===== config.mk =====
export PLATFORM = sky130hd
export DESIGN_NAME = aci_top
export DESIGN_NICKNAME = d
export VERILOG_FILES = /design/src/logic/aci_pkg.sv /design/src/logic/aci_top.sv
export VERILOG_INCLUDE_DIRS = /design/src /design/src/logic
export SDC_FILE = /design/constraint.sdc
export NUM_CORES = 1
export LEC_CHECK = 0
export BUFFER_PORTS_ARGS = -buffer_cell sky130_fd_sc_hd__buf_2
export CORE_ASPECT_RATIO = 1.75
export CORE_MARGIN = 2
export CORE_UTILIZATION = 50
export DETAILED_ROUTE_END_ITERATION = 7
export HOLD_SLACK_MARGIN = 0.12
export PLACE_DENSITY = 0.74
export SLEW_MARGIN = 20
export SYNTH_ARGS = -nofsm -noshare
export SYNTH_HDL_FRONTEND = slang
export SYNTH_SLANG_ARGS = --single-unit

===== constraint.sdc =====
create_clock -name ref_clk -period 3.2 [get_ports ref_clk]
set_clock_uncertainty 0.15 [all_clocks]
set_input_delay 0.64 -clock ref_clk [delete_from_list [all_inputs] [get_ports ref_clk]]
set_output_delay 0.64 -clock ref_clk [all_outputs]
set_load 0.05 [all_outputs]

===== src/logic/aci_defs.svh =====
`ifndef ACI_DEFS_SVH
`define ACI_DEFS_SVH
// Summary of operation
// - outside 256-colour mode, colour-set bits 3:2 form index bits 7:6.
// - in 256-colour mode the fetched 8-bit attribute is the index.
// - mode bit 7 clear: six palette bits plus colour-set bits 3:2.
// - mode bit 7 set: low four palette bits plus all four colour-set bits.
// - colour-set register ignored in 256-colour mode.
// - pan-compat set: line compare forces pan zero until vertical sync.
// - character-map writes apply at the start of the next character row.
// - cursor start above cursor end shows no cursor; never split.
// - underline solid in 8-dot, dashed in 9-dot, solid for codes c0-df.
// - data registers share one port, selected by the held index.
// - each host memory read loads four byte latches, 32 bits.
// - write mode 1 stores the latch contents to memory.
// - glyphs up to 32 lines, eight tables, attribute bit 3 selects two.
// - glyph slot at code times 32; byte n is row scan n.
// - index/data toggle flips on write, status read clears it.
// - each palette entry holds six bits feeding the index.
`define ACI_PORT_WR      16'h03c0
`define ACI_PORT_RD      16'h03c1
`define ACI_PORT_STAT_M  16'h03ba
`define ACI_PORT_STAT_C  16'h03da
`define ACI_IDX_PAL_LAST 5'h0f
`define ACI_IDX_MODE     5'h10
`define ACI_IDX_OVSCAN   5'h11
`define ACI_IDX_PLANE    5'h12
`define ACI_IDX_PAN      5'h13
`define ACI_IDX_CSEL     5'h14
`define ACI_MODE_P54     7
`define ACI_MODE_PW8     6
`define ACI_MODE_PANC    5
`define ACI_LG_FIRST     8'hc0
`define ACI_LG_LAST      8'hdf
`define ACI_DOT9_COL     4'h8
`define ACI_RST_BYTE     8'h00
`endif


===== src/logic/aci_pkg.sv =====
package aci_pkg;
	// index/data selector of the attribute port
	typedef enum logic {ACI_SEL_INDEX, ACI_SEL_DATA} aci_sel_e;
	// one host i/o cycle
	typedef struct packed {
		logic        wr;
		logic        rd;
		logic [15:0] addr;
		logic [7:0]  wdata;
	} aci_io_s;
	// host access to video memory
	typedef struct packed {
		logic        rd;
		logic [31:0] rdata;
		logic [1:0]  wmode;
		logic [7:0]  wbyte;
	} aci_mem_s;
endpackage


===== src/logic/aci_top.sv =====
`timescale 1ns/100ps
`include "aci_defs.svh"
module aci_top #(
	parameter int PAL_N = 16
) (
	input  wire logic            ref_clk,
	input  wire logic            rst,
	input  wire logic            seq_hold,
	input  wire aci_pkg::aci_io_s io_req,
	output logic [7:0]           io_rdata,
	input  wire aci_pkg::aci_mem_s mem_req,
	output logic [31:0]          mem_wdata,
	input  wire logic [7:0]      pixel_attr,
	output logic [7:0]           converter_index_bits,
	input  wire logic            line_cmp,
	input  wire logic            vsync,
	output logic [3:0]           pan_out,
	input  wire logic            cmap_wr,
	input  wire logic [5:0]      cmap_wdata,
	input  wire logic            row_start,
	output logic [5:0]           cmap_active,
	input  wire logic [4:0]      cur_start,
	input  wire logic [4:0]      cur_end,
	input  wire logic [4:0]      scan_line,
	input  wire logic            cur_here,
	output logic                 cursor_dot,
	input  wire logic            ul_row,
	input  wire logic            dot9,
	input  wire logic [3:0]      dot_col,
	input  wire logic [7:0]      char_code,
	input  wire logic [7:0]      char_attr,
	input  wire logic [4:0]      max_scan,
	output logic                 ul_dot,
	output logic [15:0]          font_addr,
	output logic                 font_rd
);
	import aci_pkg::*;

	// ==========================================================
	// host port decode
	aci_sel_e   sel_ff, nxt_sel;
	logic [5:0] index_ff, nxt_index;
	logic [5:0] pal_ff [PAL_N];
	logic [5:0] nxt_pal [PAL_N];
	logic [7:0] mode_ff, nxt_mode;
	logic [7:0] ovs_ff, nxt_ovs;
	logic [5:0] plane_ff, nxt_plane;
	logic [3:0] pan_ff, nxt_pan;
	logic [3:0] csel_ff, nxt_csel;
	logic [7:0] rdata_ff, nxt_rdata;
	logic       wr_port;
	logic       stat_rd;
	logic       data_wr;

	assign wr_port = io_req.wr && (io_req.addr == `ACI_PORT_WR);
	assign stat_rd = io_req.rd && ((io_req.addr == `ACI_PORT_STAT_M) ||
	                               (io_req.addr == `ACI_PORT_STAT_C));
	assign data_wr = wr_port && (sel_ff == ACI_SEL_DATA);

	// toggle, index and indexed data registers
	always_comb begin
		nxt_sel   = sel_ff;
		nxt_index = index_ff;
		nxt_pal   = pal_ff;
		nxt_mode  = mode_ff;
		nxt_ovs   = ovs_ff;
		nxt_plane = plane_ff;
		nxt_pan   = pan_ff;
		nxt_csel  = csel_ff;
		if (stat_rd) begin
			nxt_sel = ACI_SEL_INDEX;
		end else if (wr_port) begin
			nxt_sel = (sel_ff == ACI_SEL_INDEX) ? ACI_SEL_DATA : ACI_SEL_INDEX;
		end
		if (wr_port && sel_ff == ACI_SEL_INDEX) begin
			nxt_index = io_req.wdata[5:0];
		end
		if (data_wr) begin
			case (index_ff[4:0])
				`ACI_IDX_MODE:   nxt_mode  = io_req.wdata & 8'hef;
				`ACI_IDX_OVSCAN: nxt_ovs   = io_req.wdata;
				`ACI_IDX_PLANE:  nxt_plane = io_req.wdata[5:0];
				`ACI_IDX_PAN:    nxt_pan   = io_req.wdata[3:0];
				`ACI_IDX_CSEL:   nxt_csel  = io_req.wdata[3:0];
				default: begin
					if (index_ff[4:0] <= `ACI_IDX_PAL_LAST) begin
						nxt_pal[index_ff[3:0]] = io_req.wdata[5:0];
					end
				end
			endcase
		end
	end

	// read data; unmapped ports and indices read zero
	always_comb begin
		nxt_rdata = `ACI_RST_BYTE;
		if (io_req.rd && io_req.addr == `ACI_PORT_WR) begin
			nxt_rdata = {2'h0, index_ff};
		end else if (io_req.rd && io_req.addr == `ACI_PORT_RD) begin
			case (index_ff[4:0])
				`ACI_IDX_MODE:   nxt_rdata = mode_ff;
				`ACI_IDX_OVSCAN: nxt_rdata = ovs_ff;
				`ACI_IDX_PLANE:  nxt_rdata = {2'h0, plane_ff};
				`ACI_IDX_PAN:    nxt_rdata = {4'h0, pan_ff};
				`ACI_IDX_CSEL:   nxt_rdata = {4'h0, csel_ff};
				default: begin
					if (index_ff[4:0] <= `ACI_IDX_PAL_LAST) begin
						nxt_rdata = {2'h0, pal_ff[index_ff[3:0]]};
					end
				end
			endcase
		end
	end

	always_ff @(posedge ref_clk) begin
		if (rst) begin
			sel_ff   <= ACI_SEL_INDEX;
			index_ff <= 6'h00;
			for (int i = 0; i < PAL_N; i++) begin
				pal_ff[i] <= 6'h00;
			end
			mode_ff  <= `ACI_RST_BYTE;
			ovs_ff   <= `ACI_RST_BYTE;
			plane_ff <= 6'h00;
			pan_ff   <= 4'h0;
			csel_ff  <= 4'h0;
			rdata_ff <= `ACI_RST_BYTE;
		end else begin
			sel_ff   <= nxt_sel;
			index_ff <= nxt_index;
			pal_ff   <= nxt_pal;
			mode_ff  <= nxt_mode;
			ovs_ff   <= nxt_ovs;
			plane_ff <= nxt_plane;
			pan_ff   <= nxt_pan;
			csel_ff  <= nxt_csel;
			rdata_ff <= nxt_rdata;
		end
	end

	assign io_rdata = rdata_ff;

	// ==========================================================
	// colour index path
	logic [7:0] cidx_ff, nxt_cidx;
	logic [5:0] pal_out;

	assign pal_out = pal_ff[pixel_attr[3:0] & plane_ff[3:0]];

	always_comb begin
		if (seq_hold) begin
			nxt_cidx = 8'h00;
		end else if (mode_ff[`ACI_MODE_PW8]) begin
			nxt_cidx = pixel_attr;
		end else if (mode_ff[`ACI_MODE_P54]) begin
			nxt_cidx = {csel_ff[3:2], csel_ff[1:0], pal_out[3:0]};
		end else begin
			nxt_cidx = {csel_ff[3:2], pal_out};
		end
	end

	always_ff @(posedge ref_clk) begin
		if (rst) begin
			cidx_ff <= 8'h00;
		end else begin
			cidx_ff <= nxt_cidx;
		end
	end

	assign converter_index_bits = cidx_ff;

	// ==========================================================
	// pan suppression after line compare
	logic pan_zero_ff, nxt_pan_zero;

	// a compare landing in the sync cycle wins, so the suppression is not lost
	always_comb begin
		nxt_pan_zero = pan_zero_ff;
		if (!mode_ff[`ACI_MODE_PANC]) begin
			nxt_pan_zero = 1'b0;
		end else if (line_cmp) begin
			nxt_pan_zero = 1'b1;
		end else if (vsync) begin
			nxt_pan_zero = 1'b0;
		end
	end

	always_ff @(posedge ref_clk) begin
		if (rst) begin
			pan_zero_ff <= 1'b0;
		end else begin
			pan_zero_ff <= nxt_pan_zero;
		end
	end

	assign pan_out = pan_zero_ff ? 4'h0 : pan_ff;

	// ==========================================================
	// character map switch at row boundary
	logic [5:0] cmap_pend_ff, nxt_cmap_pend;
	logic [5:0] cmap_ff, nxt_cmap;

	always_comb begin
		nxt_cmap_pend = cmap_wr ? cmap_wdata : cmap_pend_ff;
		nxt_cmap      = row_start ? nxt_cmap_pend : cmap_ff;
	end

	always_ff @(posedge ref_clk) begin
		if (rst) begin
			cmap_pend_ff <= 6'h00;
			cmap_ff      <= 6'h00;
		end else begin
			cmap_pend_ff <= nxt_cmap_pend;
			cmap_ff      <= nxt_cmap;
		end
	end

	assign cmap_active = cmap_ff;

	// ==========================================================
	// glyph fetch address: table, code times 32, row scan
	logic [2:0] table_sel;

	// attribute bit 3 picks table a, else table b
	assign table_sel = char_attr[3] ? {cmap_ff[5], cmap_ff[3:2]}
	                                : {cmap_ff[4], cmap_ff[1:0]};
	assign font_addr = {table_sel, char_code, scan_line};
	assign font_rd   = (scan_line <= max_scan);

	// ==========================================================
	// cursor and underline dots
	logic line_gfx;

	assign cursor_dot = cur_here && (cur_start <= cur_end) &&
	                    (scan_line >= cur_start) && (scan_line <= cur_end);
	assign line_gfx   = (char_code >= `ACI_LG_FIRST) && (char_code <= `ACI_LG_LAST);
	assign ul_dot     = ul_row && !(dot9 && dot_col == `ACI_DOT9_COL && !line_gfx);

	// ==========================================================
	// processor latches
	logic [31:0] latch_ff, nxt_latch;

	assign nxt_latch = mem_req.rd ? mem_req.rdata : latch_ff;

	always_ff @(posedge ref_clk) begin
		if (rst) begin
			latch_ff <= 32'h0000_0000;
		end else begin
			latch_ff <= nxt_latch;
		end
	end

	assign mem_wdata = (mem_req.wmode == 2'h1) ? latch_ff : {4{mem_req.wbyte}};

endmodule


==> flow_summary.ini <==
[drt]
drt_iter0_drc = 493
vias_per_cell = 5.80
vias = 8004
wire_per_inst_um = 19.1
ant_nets = 0
dr.pass1.iters = 5
drt_wl_total_um = 26400
drc = 0

[global_route]
grt_max_degree = 124
grt_use_total_pct = 24.2
grt_pass1_vias = 7728
antenna_found_initial = 0
use_met3_pct = 4.63
grt_use_met2_pct = 44.3
grt_remaining_overflow = 0
grt_use_met1_pct = 25.5
top_usage_layer = met2
grt_pass1_wl_um = 40900

[logic_synthesis]
synth_top_cell_by_area = dfxtp_1
async_reset_ff_share_pct = 0
avgSynthCellArea_sq_um = 10.5
synth-simple-area-share_pct = 17.0
synth_top_family_by_area = multiplexers
yosysWarnings = 0
dominantRegCellSynth = dfxtp_1
synth_adder_area_share_pct = 2.45
synth-edff-count = 0
synth_seq_cells = 193
synth_xor_area_share_pct = 0.172
syn_area_sq_mm = 0.0102
synthesis.nets = 1129
synth_compound_area_share_pct = 8.09
synth_area_leaders = dfxtp_1 (38%), mux2i_1 (19%), mux4_2 (7.5%), nor2_1 (7.1%), nand4_4 (4.2%)
syn_inst = 976
synth_top_area_share_pct = 37.9
synth_mux_area_share_pct = 29.0
ys_seq_area_share_pct = 37.9
yosysUniqueCellTypes = 58

[clock_network]
tritoncts = done
clock_latency_ns = 0.44
cts_hold_repair.buffers = 0
htree_num_levels = 4
cts_sinks = 193
clockBufferDepth = 2
cts-root-buf = clkbuf_16
postCtsSetupBuffers = 0
cts-resized-gates = 0
cts_buffers = 17
path_clk_slew_ns = 0.08

[final_layout]
layout_common_cells = nor2_1 (192), mux2i_1 (191), dfxtp_1 (191), buf_2 (191), mux4_2 (34)
area_delta_synth_final_pct = 15.3
final_cells = 1379
nets = 1271
final_util_pct = 58.2
antenna_cells = 0
layout_commonest_cell = nor2_1
final_cell_area_sq_mm = 0.0118
final_layout_size_suffix_gt1_share_pct = 27.7
fillers = 1682

[run_status]
status = complete, no violations

[run]
max_cap_viol_count = 0

[place]
hpwl_um = 19000
postPlaceCellArea_sq_mm = 0.0112
gp_congestion = 0.955
placed_cells = 1347
post-place-ws_ns = 0.306
port_buffers = 192

[die]
die_x_um = 112
core_area_sq_mm = 0.0202
dieArea_sq_mm = 0.0216
ios = 210
die_y_um = 193
num_rows = 69
start_util_pct = 50.5

[sta]
fin_crit_sh_pct = 90.0
drv_slew = 0
timing.hold.ws_ns = 0.277
hold_viol_final = 0
tns_ns = 0
layout_min_cycle_time_ns = 2.88
max_freq_mhz = 347
rsz0062_at_grt = no
setup_viol = 0
tightestPinTransition_ns = 0.930
slew-limit-headroom_pct = 38.0
timing.final.ws_setup_ns = 0.321

[critical_path]
rrSetupSlack_ns = 0.66
cp.required_ns = 2.41
cp_max_fo = 4
crit_type = primary input to primary output
start_kind = primary input
arrival_ns = 2.09
crit_path_end_kind = primary output

[hold_path]
hold_path.class = primary input to flip-flop

[pwr]
ir_drop_uv = 377
p_leak_nw = 6.10
power_density_mw_per_mm2 = 432
totalPowerFinal_mw = 5.08
[final timing paths]
kind | startpoint | end | cells after the start
max | scan_line[1] | font_rd | 8
min | mem_req[22] | latch_ff[12]$_SDFFE_PP0P_ | 3
max reg2reg | index_ff[1]$_SDFFE_PP0P_ | pal_ff[35]$_SDFFE_PP0P_ | 5
min reg2reg | cmap_pend_ff[4]$_SDFF_PP0_ | cmap_pend_ff[4]$_SDFF_PP0_ | 2
[critical path: stages]
cell and delay (ns):
buf_2 0.13, ha_1 0.30, nor2b_1 0.14, o21a_1 0.16, o21a_1 0.16, o21a_1 0.16, o22ai_1 0.12, buf_2 0.28
[cells by family (layout without fill, tap and decap cells)]
family,count (synthesis),in the layout
buffers and inverters,107,262
and+or+nand+nor,301,301
AOI/OAI and AO/OA,115,115
adders and majority gates,20,20
xor gates and xnor gates,2,2
DFF,193,193
muxes,238,238
[layout make-up]
class                   instances  area [sq um]  area share (%)
clock buffers                  17           425            3.62
clock inverters                15           145            1.23
inverters                      23          86.3           0.734
multi-input cells             676          5790            49.2
flip-flops and latches        193          3870            32.9
well taps                     248           310            2.64
repair buffers                207          1140            9.68
[registers in the layout, indices dropped and copies added (netlist names)]
register,flops
pal_ff,96
latch_ff,32
converter_index_bits,8
io_rdata,8
ovs_ff,8
mode_ff,7
cmap_active,6
cmap_pend_ff,6
index_ff,6
plane_ff,6
csel_ff,4
pan_ff,4
pan_zero_ff,1
sel_ff,1
[report_power, final]
part	internal, mW	switching, mW
clock	1.04	1.03
combinational	0.183	0.380
sequential	2.43	0.0176
[synthesized netlist by cell type (11+ instances only)]
| cell | count |
|---|---|
| a211oi_1 | 12 |
| a21o_1 | 33 |
| a21oi_1 | 14 |
| a22oi_1 | 11 |
| buf_4 | 19 |
| clkbuf_1 | 46 |
| dfxtp_1 | 193 |
| ha_1 | 20 |
| inv_1 | 23 |
| mux2i_1 | 191 |
| mux4_2 | 34 |
| nand2_1 | 18 |
| nand4_4 | 20 |
| nor2_1 | 192 |
| nor2b_1 | 21 |
[routing by layer]
| metal | up-vias | wire, um |
|---|---|---|
| met2 | 335 | 13900 |
| met5 | - | 0 |
| met3 | 73 | 1510 |
| met1 | 3805 | 9430 |
| li1 | 3791 | - |
| met4 | 0 | 1600 |
No activity file was read; power rests on OpenSTA's default activity.
